## src/pcstk_pkg.sv

```systemverilog
// package: program counter and return stack constants, register map, op codes and carriers
// assumes: one core clock, APB register access with 32-bit data
`default_nettype none
package pcstk_pkg;
	localparam int          PC_W        = 21;
	localparam int          SP_W        = 5;
	localparam int          STK_DEPTH   = 31;
	localparam logic [4:0]  SP_MAX      = 5'h1F;
	localparam logic [20:0] PC_RESET    = 21'h000000;
	localparam logic [20:0] VEC_HIGH    = 21'h000008;
	localparam logic [20:0] VEC_LOW     = 21'h000018;
	localparam logic [20:0] PC_STEP     = 21'h000002;
	localparam logic [7:0]  SP_RESET    = 8'h00;
	localparam int          FULL_BIT    = 7;
	localparam int          UNF_BIT     = 6;
	// register byte addresses
	localparam logic [7:0]  A_PC_LOW    = 8'h00;
	localparam logic [7:0]  A_PC_HLATCH = 8'h04;
	localparam logic [7:0]  A_PC_ULATCH = 8'h08;
	localparam logic [7:0]  A_SP        = 8'h0C;
	localparam logic [7:0]  A_TOS_LOW   = 8'h10;
	localparam logic [7:0]  A_TOS_HIGH  = 8'h14;
	localparam logic [7:0]  A_TOS_UPPER = 8'h18;
	localparam logic [7:0]  A_CTRL      = 8'h1C;
	localparam logic [7:0]  A_PC_VIEW   = 8'h20;

	typedef enum logic [3:0] {
		OP_NONE, OP_STEP, OP_CALL, OP_RELATIVE_CALL, OP_JUMP, OP_BRANCH, OP_IRQ,
		OP_RETURN, OP_RETURN_WITH_LITERAL, OP_RETURN_FROM_INTERRUPT, OP_PUSH, OP_POP
	} flow_op_t;

	typedef struct packed {
		flow_op_t    op;
		logic        fast;
		logic        irq_high;
		logic [20:0] target;
	} flow_req_t;

	typedef struct packed {
		logic [7:0] status;
		logic [7:0] working_register;
		logic [7:0] bank_select_register;
	} core_regs_t;
endpackage : pcstk_pkg
`default_nettype wire

```

## src/pc_stack.sv

```systemverilog
// program counter, return address stack and fast shadow registers with an APB register window
// assumes: decoder presents one flow request per enabled cycle; stack fault reset handled outside
//
// Chosen here: the APB register port and the register addresses.
`default_nettype none
module pc_stack (
	// clock and reset
	input  wire logic                 I_REF_CLK,
	input  wire logic                 I_RESETN,
	input  wire logic                 I_CE,
	// configuration
	input  wire logic                 I_STACK_FAULT_RESET_ENABLE,
	input  wire logic                 I_POR,
	// decoder side
	input  wire pcstk_pkg::flow_req_t I_REQ,
	input  wire pcstk_pkg::core_regs_t I_CORE_REGS,
	output var  logic [20:0]          O_PC,
	output var  logic                 O_RESTORE_VALID,
	output var  pcstk_pkg::core_regs_t O_RESTORE_REGS,
	output var  logic                 O_FAULT_RESET,
	// apb
	input  wire logic                 I_PSEL,
	input  wire logic                 I_PENABLE,
	input  wire logic                 I_PWRITE,
	input  wire logic [7:0]           I_PADDR,
	input  wire logic [31:0]          I_PWDATA,
	output var  logic [31:0]          O_PRDATA,
	output var  logic                 O_PREADY,
	output var  logic                 O_PSLVERR
);
	logic [20:0] pc_q;
	logic [7:0]  hlatch_q;
	logic [4:0]  ulatch_q;
	logic [4:0]  sp_q;
	logic        full_q;
	logic        unf_q;
	logic [20:0] tos_rd;
	pcstk_pkg::core_regs_t shadow_q;
	// apb: first access cycle arms acc_q; answer in the third access cycle via a second wait
	logic        acc_q;

	pcstk_pkg::flow_op_t op;
	assign op = I_REQ.op;

	logic is_push;
	logic is_pop;
	logic hw_stack;
	assign is_push  = (op == pcstk_pkg::OP_CALL) || (op == pcstk_pkg::OP_RELATIVE_CALL) ||
		(op == pcstk_pkg::OP_IRQ) || (op == pcstk_pkg::OP_PUSH);
	assign is_pop   = (op == pcstk_pkg::OP_RETURN) || (op == pcstk_pkg::OP_RETURN_WITH_LITERAL) ||
		(op == pcstk_pkg::OP_RETURN_FROM_INTERRUPT) || (op == pcstk_pkg::OP_POP);
	assign hw_stack = is_push || is_pop;

	// access cycle: register read data is sampled in the second access cycle, once acc_q is set, so tos is settled
	logic apb_go;
	logic wr;
	logic rd;
	assign apb_go = I_PSEL && I_PENABLE && acc_q;
	assign wr     = apb_go && I_PWRITE;
	assign rd     = apb_go && !I_PWRITE;

	logic wr_pcl;
	logic rd_pcl;
	assign wr_pcl = wr && I_PADDR == pcstk_pkg::A_PC_LOW;
	assign rd_pcl = rd && I_PADDR == pcstk_pkg::A_PC_LOW;

	// software writes to the stack window lose to a hardware stack op
	logic sw_sp;
	logic sw_tos;
	assign sw_sp  = wr && !hw_stack && I_PADDR == pcstk_pkg::A_SP;
	assign sw_tos = wr && !hw_stack && sp_q != '0 && (I_PADDR == pcstk_pkg::A_TOS_LOW ||
		I_PADDR == pcstk_pkg::A_TOS_HIGH || I_PADDR == pcstk_pkg::A_TOS_UPPER);

	// push outcome
	logic at_last;
	logic overflow;
	logic [20:0] ret_addr;
	assign at_last  = is_push && sp_q == pcstk_pkg::SP_MAX - 5'h01;
	assign overflow = is_push && sp_q == pcstk_pkg::SP_MAX;
	assign ret_addr = (op == pcstk_pkg::OP_PUSH || op == pcstk_pkg::OP_IRQ) ? pc_q : pc_q + pcstk_pkg::PC_STEP;

	logic underflow;
	assign underflow = is_pop && sp_q == '0;

	logic fault;
	assign fault = I_STACK_FAULT_RESET_ENABLE && (at_last || overflow || underflow);

	// memory write port
	logic        mem_we;
	logic [4:0]  mem_wa;
	logic [20:0] mem_wd;
	always_comb begin
		mem_we = 1'b0;
		mem_wa = sp_q;
		mem_wd = tos_rd;
		if (is_push && !overflow) begin
			mem_we = 1'b1;
			mem_wa = sp_q + 5'h01;
			mem_wd = ret_addr;
		end else if (sw_tos) begin
			mem_we = 1'b1;
			unique case (I_PADDR)
				pcstk_pkg::A_TOS_LOW:  mem_wd = {tos_rd[20:8], I_PWDATA[7:0]};
				pcstk_pkg::A_TOS_HIGH: mem_wd = {tos_rd[20:16], I_PWDATA[7:0], tos_rd[7:0]};
				default:               mem_wd = {I_PWDATA[4:0], tos_rd[15:0]};
			endcase
		end
	end

	logic [4:0] sp_next;
	always_comb begin
		sp_next = sp_q;
		if (is_push && !overflow) begin
			sp_next = sp_q + 5'h01;
		end else if (is_pop && !underflow) begin
			sp_next = sp_q - 5'h01;
		end else if (sw_sp) begin
			sp_next = I_PWDATA[4:0];
		end
		if (fault) begin
			sp_next = '0;
		end
	end

	ret_stack_mem #(
		.DEPTH (pcstk_pkg::STK_DEPTH),
		.WIDTH (pcstk_pkg::PC_W),
		.AW    (pcstk_pkg::SP_W)
	) u_mem (
		.i_clk   (I_REF_CLK),
		.i_ce    (I_CE),
		.i_we    (mem_we),
		.i_waddr (mem_wa),
		.i_wdata (mem_wd),
		.i_raddr (sp_next),
		.o_rdata (tos_rd)
	);

	// stack pointer
	always_ff @(posedge I_REF_CLK or negedge I_RESETN) begin
		if (!I_RESETN) begin
			sp_q <= '0;
		end else if (I_CE) begin
			sp_q <= sp_next;
		end
	end

	// flags: set beats software clear; otherwise only power-on or I_RESETN low clears them
	always_ff @(posedge I_REF_CLK or negedge I_RESETN) begin
		if (!I_RESETN) begin
			full_q <= 1'b0;
			unf_q  <= 1'b0;
		end else if (I_CE) begin
			if (I_POR) begin
				full_q <= 1'b0;
				unf_q  <= 1'b0;
			end else begin
				if (at_last || overflow) begin
					full_q <= 1'b1;
				end else if (sw_sp && !I_PWDATA[pcstk_pkg::FULL_BIT]) begin
					full_q <= 1'b0;
				end
				if (underflow) begin
					unf_q <= 1'b1;
				end else if (sw_sp && !I_PWDATA[pcstk_pkg::UNF_BIT]) begin
					unf_q <= 1'b0;
				end
			end
		end
	end

	// program counter
	always_ff @(posedge I_REF_CLK or negedge I_RESETN) begin
		if (!I_RESETN) begin
			pc_q <= pcstk_pkg::PC_RESET;
		end else if (I_CE) begin
			if (fault) begin
				pc_q <= pcstk_pkg::PC_RESET;
			end else begin
				unique case (op)
					pcstk_pkg::OP_STEP, pcstk_pkg::OP_PUSH, pcstk_pkg::OP_POP:
						pc_q <= pc_q + pcstk_pkg::PC_STEP;
					pcstk_pkg::OP_CALL, pcstk_pkg::OP_RELATIVE_CALL, pcstk_pkg::OP_JUMP, pcstk_pkg::OP_BRANCH:
						pc_q <= {I_REQ.target[20:1], 1'b0};
					pcstk_pkg::OP_IRQ:
						pc_q <= I_REQ.irq_high ? pcstk_pkg::VEC_HIGH : pcstk_pkg::VEC_LOW;
					pcstk_pkg::OP_RETURN, pcstk_pkg::OP_RETURN_WITH_LITERAL, pcstk_pkg::OP_RETURN_FROM_INTERRUPT:
						pc_q <= underflow ? '0 : {tos_rd[20:1], 1'b0};
					pcstk_pkg::OP_NONE:
						if (wr_pcl) begin
							pc_q <= {ulatch_q, hlatch_q, I_PWDATA[7:1], 1'b0};
						end
					default: pc_q <= pc_q;
				endcase
			end
		end
	end

	// holding latches; stack ops never touch them
	always_ff @(posedge I_REF_CLK or negedge I_RESETN) begin
		if (!I_RESETN) begin
			hlatch_q <= '0;
			ulatch_q <= '0;
		end else if (I_CE) begin
			if (rd_pcl) begin
				hlatch_q <= pc_q[15:8];
				ulatch_q <= pc_q[20:16];
			end else if (wr && I_PADDR == pcstk_pkg::A_PC_HLATCH) begin
				hlatch_q <= I_PWDATA[7:0];
			end else if (wr && I_PADDR == pcstk_pkg::A_PC_ULATCH) begin
				ulatch_q <= I_PWDATA[4:0];
			end
		end
	end

	// fast shadow registers
	always_ff @(posedge I_REF_CLK or negedge I_RESETN) begin
		if (!I_RESETN) begin
			shadow_q        <= '0;
			O_RESTORE_VALID <= 1'b0;
			O_RESTORE_REGS  <= '0;
		end else if (I_CE) begin
			O_RESTORE_VALID <= 1'b0;
			if (op == pcstk_pkg::OP_IRQ || (op == pcstk_pkg::OP_CALL && I_REQ.fast)) begin
				shadow_q <= I_CORE_REGS;
			end
			if ((op == pcstk_pkg::OP_RETURN_FROM_INTERRUPT || op == pcstk_pkg::OP_RETURN) && I_REQ.fast) begin
				O_RESTORE_VALID <= 1'b1;
				O_RESTORE_REGS  <= shadow_q;
			end
		end
	end

	// fault reset pulse
	always_ff @(posedge I_REF_CLK or negedge I_RESETN) begin
		if (!I_RESETN) begin
			O_FAULT_RESET <= 1'b0;
		end else if (I_CE) begin
			O_FAULT_RESET <= fault;
		end
	end

	// apb: two wait states, ready in the third access cycle
	logic [31:0] rdata;
	logic        addr_ok;
	always_comb begin
		rdata   = '0;
		addr_ok = 1'b1;
		unique case (I_PADDR)
			pcstk_pkg::A_PC_LOW:    rdata = {24'h000000, pc_q[7:0]};
			pcstk_pkg::A_PC_HLATCH: rdata = {24'h000000, hlatch_q};
			pcstk_pkg::A_PC_ULATCH: rdata = {27'h0000000, ulatch_q};
			pcstk_pkg::A_SP:        rdata = {24'h000000, full_q, unf_q, 1'b0, sp_q};
			pcstk_pkg::A_TOS_LOW:   rdata = {24'h000000, tos_rd[7:0]};
			pcstk_pkg::A_TOS_HIGH:  rdata = {24'h000000, tos_rd[15:8]};
			pcstk_pkg::A_TOS_UPPER: rdata = {27'h0000000, tos_rd[20:16]};
			pcstk_pkg::A_CTRL:      rdata = {31'h00000000, I_STACK_FAULT_RESET_ENABLE};
			pcstk_pkg::A_PC_VIEW:   rdata = {11'h000, pc_q};
			default:                addr_ok = 1'b0;
		endcase
	end

	always_ff @(posedge I_REF_CLK or negedge I_RESETN) begin
		if (!I_RESETN) begin
			acc_q     <= 1'b0;
			O_PREADY  <= 1'b0;
			O_PRDATA  <= '0;
			O_PSLVERR <= 1'b0;
		end else if (I_CE) begin
			acc_q     <= I_PSEL && I_PENABLE && !acc_q && !O_PREADY;
			O_PREADY  <= apb_go;
			O_PSLVERR <= apb_go && !addr_ok;
			if (rd) begin
				O_PRDATA <= rdata;
			end
		end
	end

	assign O_PC = pc_q;
endmodule : pc_stack
`default_nettype wire

```

## src/ret_stack_mem.sv

```systemverilog
// holds the return address entries; registered read port
// assumes: one write and one read per cycle on the core clock
`default_nettype none
module ret_stack_mem #(
	parameter int DEPTH = 31,
	parameter int WIDTH = 21,
	parameter int AW    = 5
) (
	input  wire logic             i_clk,
	input  wire logic             i_ce,
	input  wire logic             i_we,
	input  wire logic [AW-1:0]    i_waddr,
	input  wire logic [WIDTH-1:0] i_wdata,
	input  wire logic [AW-1:0]    i_raddr,
	output var  logic [WIDTH-1:0] o_rdata
);
	// entry 0 of the array backs pointer value 1
	logic [WIDTH-1:0] mem [DEPTH];

	always_ff @(posedge i_clk) begin
		if (i_ce && i_we && i_waddr != '0) begin
			mem[i_waddr - AW'(1)] <= i_wdata;
		end
	end

	always_ff @(posedge i_clk) begin
		if (i_ce) begin
			// same-cycle write forwarded so a pop right after a push sees the new entry
			if (i_we && i_waddr == i_raddr && i_raddr != '0) begin
				o_rdata <= i_wdata;
			end else begin
				o_rdata <= (i_raddr == '0) ? '0 : mem[i_raddr - AW'(1)];
			end
		end
	end
endmodule : ret_stack_mem
`default_nettype wire

```

## config.mk

```make
export PLATFORM = sky130hd
export DESIGN_NAME = pc_stack
export DESIGN_NICKNAME = d
export VERILOG_FILES = /design/src/pcstk_pkg.sv /design/src/pc_stack.sv /design/src/ret_stack_mem.sv
export SDC_FILE = /design/constraint.sdc
export NUM_CORES = 1
export LEC_CHECK = 0
export BUFFER_PORTS_ARGS = -buffer_cell sky130_fd_sc_hd__clkbuf_2
export CAP_MARGIN = 0
export CORE_UTILIZATION = 49
export DETAILED_ROUTE_END_ITERATION = 8
export PLACE_DENSITY_LB_ADDON = 0.2
export SETUP_SLACK_MARGIN = 0.05
export SKIP_LAST_GASP = 1
export SLEW_MARGIN = 20
export SYNTH_ARGS = -nofsm -noshare
export SYNTH_HDL_FRONTEND = slang
export SYNTH_HIERARCHICAL = 1
export SYNTH_SLANG_ARGS = --single-unit
```

## constraint.sdc

```tcl
create_clock -name I_REF_CLK -period 9.5 [get_ports I_REF_CLK]
set_input_delay 2.375 -clock I_REF_CLK [delete_from_list [all_inputs] [get_ports I_REF_CLK]]
set_output_delay 2.375 -clock I_REF_CLK [all_outputs]
set_load 0.1 [all_outputs]
```

==> reports/summary.txt, run 1 <==
Diodes inserted: 0
DP Cell Count: 2,972
First-pass GRT wire length: 127 mm
Final WS setup: 2.29 ns
Fill count: 5,198
FF-to-FF Start: sp_q[0]
RD Place Congestion: 0.936
Cell count after synthesis: 2,024
Largest net degree at the start of global routing: 86
Met1 Use GR: 0.365
Starting Density: 0.497
Crit path cell chain: clkbuf_2, or4bb_1, a2111oi_4, a21oi_1, a222oi_1, a211oi_2, buf_4, or4_1, nand2_4, mux2i_1, o221ai_1, a311o_1
Yosys top cell by area: edfxtp_1
Syn avg cell area: 16.6 um2
Placed Area: 35,500 um2
Final Hold Fails: 0
Post-DP HPWL: 51.9 mm
TritonCTS buffer count: 81
First-iteration detailed-routing DRC count: 2,278
Mux cell area share after synthesis: 0.142
Grt met3 use: 0.0400
Die Area: 69,500 um2
CTS-repair resized insts: 0
Cell Area, Synth: 33,500 um2
Fin. max-slew vios: 0
Synth warn: 6
Utilization after layout: 0.563
Status: complete, no violations
Port buffer count: 142
Crit Path Category: in2reg
Final setup fails: 0
EDFF count, synth: 672
Vias per cell: 6.24
Syn-to-layout area delta: 13.1%
Hold-fix buffers at CTS: 0
Worst setup startpoint: I_PADDR[3]
Max-slew headroom: 0.276
Initial antenna violation count: 2
CP Launch Type: input port
Yosys cell types: 97
Worst hold path type: reg2reg
CP max FO: 39
Clock buffer depth: 3
DRC violation count after routing: 0
Post-synthesis sequential area ratio: 0.687
Nets: 2,290
Combinational family with the most area after synthesis: multiplexers
Power Dens Cells: 351 nW/um2
Standard-cell rows: 95
Htree depth: 3
Max Cap Viol: 0
Post-synth top cells: edfxtp_1 (672), nand2_1 (165), mux4_2 (144), dfrtp_1 (114), mux2i_1 (85)
Cell with the most instances after synthesis: edfxtp_1
Required time worst endpoint: 9.87 ns
Compound-gate portion of the synthesized area: 0.0749
Leakage: 13.0 nW
Setup Skew: 0.0242 ns
RSZ-0062 raised after global routing: no
Antenna viol nets, final: 0
All-Layer GR Usage: 0.249
Fmax: 139 MHz
Die Ht: 264 um
Routed WL: 86.2 mm
Synth Register Bits: 786
VDD IR-drop max: 299 uV
CP peak stage delay: 0.75 ns
Post-synthesis adder-cell area fraction: 0.00291
Yosys top cell area share: 0.602
Final min period: 7.21 ns
TritonCTS clock tree: yes
I/O pin count: 180
Crit path DAT: 7.58 ns
Synth Area in Simple Gates: 0.0587
Worst Hold Launch: O_RESTORE_VALID
Slew @ Worst Pin: 1.06 ns
Root Buffer: clkbuf_16
Dpl ws: 1.62 ns
Setup crit end kind: register
Asr flop ratio synth: 0.145
Sink Count: 786
Clock-pin slew on the worst setup and hold paths: 0.06 ns
Ratio of cells with drive above 1 in the final layout: 0.273
Synth area leaders: edfxtp_1 (60%), mux4_2 (9.7%), dfrtp_1 (8.5%)
Core Box Area: 67,400 um2
Design area: 37,900 um2
Worst path top cell family by delay: simple AND/OR/NAND/NOR gates
Top FF cell, synth: edfxtp_1
Die width: 264 um
Layout Cells excl Fill: 3,118
Later-pin clock latency in the skew report: 0.63 ns
Worst path bufs/invs: 2
Detailed Routing Iterations Pass 1: 5
M2 GR Usage: 0.373
Vias in the first global route: 19,400
Vias: 19,500
Crit-path slowest cell: nand2_4
Grt total ovfl: 0
Gr busiest metal: met2
Setup Buffers After CTS: 0
Setup_tns: 0 ns
Xor and xnor fraction of the mapped netlist area: 0.00911
Part of the cycle the worst path needs: 0.759
Drt wl/cell: 27.6 um
## metrics by stage
step | hold WS, ns | power, mW
final | 0.482 | 13.3
after floorplan | 0.456 | 8.54
after global placement | 0.461 | 10.4
after detailed placement | 0.473 | 10.4
after CTS | 0.486 | 13.4
after global routing | 0.504 | 13.8
## placed cells by master, fill, tap and decap left out, types with 22 or more instances in the layout
cell / netlist / layout
buf_4: 23 / 68
xnor2_1: 24 / 23
mux4_2: 144 / 144
o211ai_1: 22 / 22
a21oi_1: 80 / 77
mux2_2: 56 / 56
a22o_1: 29 / 29
o21ai_0: 54 / 42
clkbuf_16: 0 / 81
or3_1: 23 / 23
dfrtp_1: 114 / 114
nand3_1: 29 / 29
nor2_1: 81 / 51
edfxtp_1: 672 / 672
nor2_2: 1 / 26
clkbuf_2: 1 / 141
nand2_1: 165 / 165
clkbuf_1: 68 / 25
mux2i_1: 85 / 80
## flip-flops by register name (all words and copies together) (netlist names), 5 cells and up
name	cells
u_mem/mem	651
sp_q	5
O_PRDATA	21
O_PC	20
u_mem/o_rdata	21
ulatch_q	5
hlatch_q	8
O_RESTORE_REGS	24
shadow_q	24
## final timing paths
kind,to,slack [ns],cells after the start
hold reg to reg,O_RESTORE_VALID,0.48,1
setup / recovery,u_mem/o_rdata[13],2.29,12
min in group asynchronous,O_PC[8],1.78,1
hold / removal,O_RESTORE_VALID,0.48,1
setup reg to reg,u_mem/o_rdata[10],3.54,13
max in group asynchronous,shadow_q[11],6.43,2
## cell families after synthesis
kind of cell / Yosys count
and+or+nand+nor: 407
DFF: 786
other: 1
muxes: 288
xor gates and xnor gates: 34
AOI/OAI and AO/OA: 340
buffers and inverters: 160
adders and majority gates: 8
## layout make-up
cell class / count / area, um2 / share of cell area
Clock buffer: 106 / 2120 / 0.0559
Clock inverter: 38 / 290 / 0.00765
Inverter: 13 / 48.8 / 0.00129
Multi-Input combinational cell: 1089 / 10000 / 0.265
Sequential cell: 786 / 23000 / 0.607
Tap cell: 873 / 1090 / 0.0288
Timing Repair Buffer: 213 / 1310 / 0.0346
## metal layers
layer | vias to the layer above | wire length, um
li1 | 8419 | -
met1 | 10100 | 37000
met2 | 830 | 39200
met3 | 142 | 6610
met4 | 2 | 3410
met5 | - | 8
## report_power, final
part	leakage [nW]	internal [mW]	switching (mW)
registers	7.57	4.39	0.242
logic	4.24	2.03	3.75
clock network	1.18	1.61	1.30
No activity file was read; power rests on OpenSTA's default activity.
==> inputs of run 2 (changes only) <==
Clock period 9.5 ns to 7.05 ns, I/O delays scaled along.
==> reports/summary.txt, run 2 (synthesis gave the netlist of run 1 again) <==
RR Endpoint: u_mem/o_rdata[17]
Cells on Worst Hold Path: 1 (unchanged)
Fill count: 5,160 (-0.73%)
Max-slew headroom: 0.218 (-0.0579)
Routed WL: 87.6 mm (+1.6%)
TritonCTS clock tree: yes
Worst Reg-to-Reg Cells: 13 (unchanged)
Vias: 19,600 (+0.71%)
Starting Density: 0.497 (unchanged)
Status: complete, no violations
Syn-to-layout area delta: 14.4%
Standard-cell rows: 95 (unchanged)
RSZ-0062 raised after global routing: no
Largest Register: u_mem/mem
Fin. max-slew vios: 0 (unchanged)
RD Place Congestion: 0.902 (-3.6%)
Die Area: 69,500 um2 (unchanged)
Vias in the first global route: 19,400 (-0.15%)
Met3 routed WL: 6.34 mm (-4.1%)
Max Cap Viol: 0 (unchanged)
I/O pin count: 180 (unchanged)
Worst setup startpoint: I_PADDR[3]
Worst Hold End: O_RESTORE_VALID
Setup Skew: 0.0312 ns (+0.00694 ns)
Sink Count: 786 (unchanged)
Largest net degree at the start of global routing: 68 (-21%)
All-Layer GR Usage: 0.254 (+0.00514)
WL met1: 37.1 mm (+0.51%)
CP max FO: 27 (-31%)
First-iteration detailed-routing DRC count: 2,195 (-3.6%)
Power Dens Cells: 480 nW/um2 (+37%)
Dpl ws: 0.315 ns (-1.31 ns)
Fmax: 162 MHz
Vias per cell: 6.22 (-0.34%)
Detailed Routing Iterations Pass 1: 5 (unchanged)
Setup_tns: 0 ns (unchanged)
Setup Buffers After CTS: 0 (unchanged)
Root Buffer: clkbuf_16
Worst hold path type: reg2reg
VDD IR-drop max: 300 uV (+0.32%)
Crit path DAT: 6.55 ns (-1.03 ns)
Required time worst endpoint: 7.41 ns (-2.46 ns)
Htree depth: 3 (unchanged)
Final WS setup: 0.863 ns (-1.42 ns)
Drt wl/cell: 27.8 um (+0.56%)
CP Launch Type: input port
First-pass GRT wire length: 130 mm (+1.8%)
Most frequent cells in the layout: edfxtp_1 (672), nand2_1 (165), mux4_2 (144), clkbuf_2 (141), dfrtp_1 (114)
Clock-pin slew on the worst setup and hold paths: 0.06 ns (about the same)
Setup crit end kind: register
Max reg flops: 651 (unchanged)
Leakage: 13.2 nW (+1.9%)
Diodes inserted: 0 (unchanged)
Nets: 2,320 (+1.3%)
Port buffer count: 142 (unchanged)
Clock buffer depth: 3 (unchanged)
Later-pin clock latency in the skew report: 0.64 ns (about the same)
Grt total ovfl: 0 (unchanged)
Part of the cycle the worst path needs: 0.878
Final Hold Fails: 0 (unchanged)
Most common cell after layout, fill and taps aside: edfxtp_1
Crit Path Category: in2reg
Largest registers: u_mem/mem (651), O_RESTORE_REGS (24), shadow_q (24)
Initial antenna violation count: 0 (-2)
Post-DP HPWL: 54.4 mm (+4.7%)
Antenna viol nets, final: 0 (unchanged)
DRC violation count after routing: 0 (unchanged)
Ratio of cells with drive above 1 in the final layout: 0.286 (+0.0136)
Final min period: 6.19 ns
Slew @ Worst Pin: 1.15 ns (+0.0850 ns)
CTS-repair resized insts: 0 (unchanged)
Die width: 264 um (unchanged)
FF-to-FF Start: sp_q[0]
TritonCTS buffer count: 81 (unchanged)
Die Ht: 264 um (unchanged)
Hold-fix buffers at CTS: 0 (unchanged)
Final setup fails: 0 (unchanged)
Top sig layer: met4
Met2 WL post-DR: 41.3 mm (+5.4%)
Core Box Area: 67,400 um2 (unchanged)
R2R Setup Slk: 1.60 ns (-1.94 ns)
Worst Hold Launch: O_RESTORE_VALID
-- run 2: routing by layer --
metal | track usage | vias to the layer above
met5 | 0 | -
met1 | 0.364 | 10200
li1 | - | 8497
met2 | 0.398 | 814
met3 | 0.0418 | 116
met4 | 0.0879 | 0
-- run 2: worst max-delay path, stage by stage --
cell and delay [ns]:
clkbuf_2 0.21, or4bb_1 0.62, a2111oi_4 0.61, mux2i_1 0.20, o211ai_1 0.19, o311a_2 0.37
inv_1 0.12, ha_4 0.62, buf_12 0.25, mux4_2 0.32, mux2i_1 0.36, o221ai_1 0.42
a311o_1 0.45
-- run 2: final cells by class --
cell class | instances | area (um2) | share of cell area
Clock buffer | 103 | 2150 | 0.0561
Clock inverter | 44 | 382 | 0.00995
Inverter | 13 | 48.8 | 0.00127
Multi-Input combinational cell | 1089 | 10000 | 0.261
Sequential cell | 786 | 23000 | 0.601
Tap cell | 873 | 1090 | 0.0285
Timing Repair Buffer | 243 | 1640 | 0.0427
-- run 2: metrics by stage --
step | utilization | cell area, um2 | hold slack, ns | cells | power [mW]
global placement | 0.531 | 35800 | 0.462 | 3002 | 14.2
finish | 0.569 | 38300 | 0.481 | 3151 | 18.4
global route | 0.569 | 38300 | 0.501 | 3151 | 19.1
floorplan | - | 33600 | 0.456 | 2035 | 11.5
detailed placement | 0.531 | 35800 | 0.472 | 3002 | 14.3
CTS | 0.568 | 38300 | 0.485 | 3149 | 18.5
-- run 2: worst max path at each step --
| stage | end | slack (ns) | cells after the start |
|---|---|---|---|
| after floorplan | u_mem/mem[11][0] | 0.67 | 8 |
| after global placement | u_mem/o_rdata[17] | 0.40 | 13 |
| after detailed placement | u_mem/o_rdata[17] | 0.32 | 13 |
| after CTS | u_mem/o_rdata[17] | 0.95 | 13 |
| after global routing | u_mem/o_rdata[17] | 0.74 | 13 |
| final | u_mem/o_rdata[17] | 0.86 | 13 |
-- run 2: power breakdown --
group	total [mW]	switching, mW	internal, mW
Combinational	8.03	5.03	3.00
Clock	4.11	1.76	2.35
Sequential	6.26	0.346	5.91
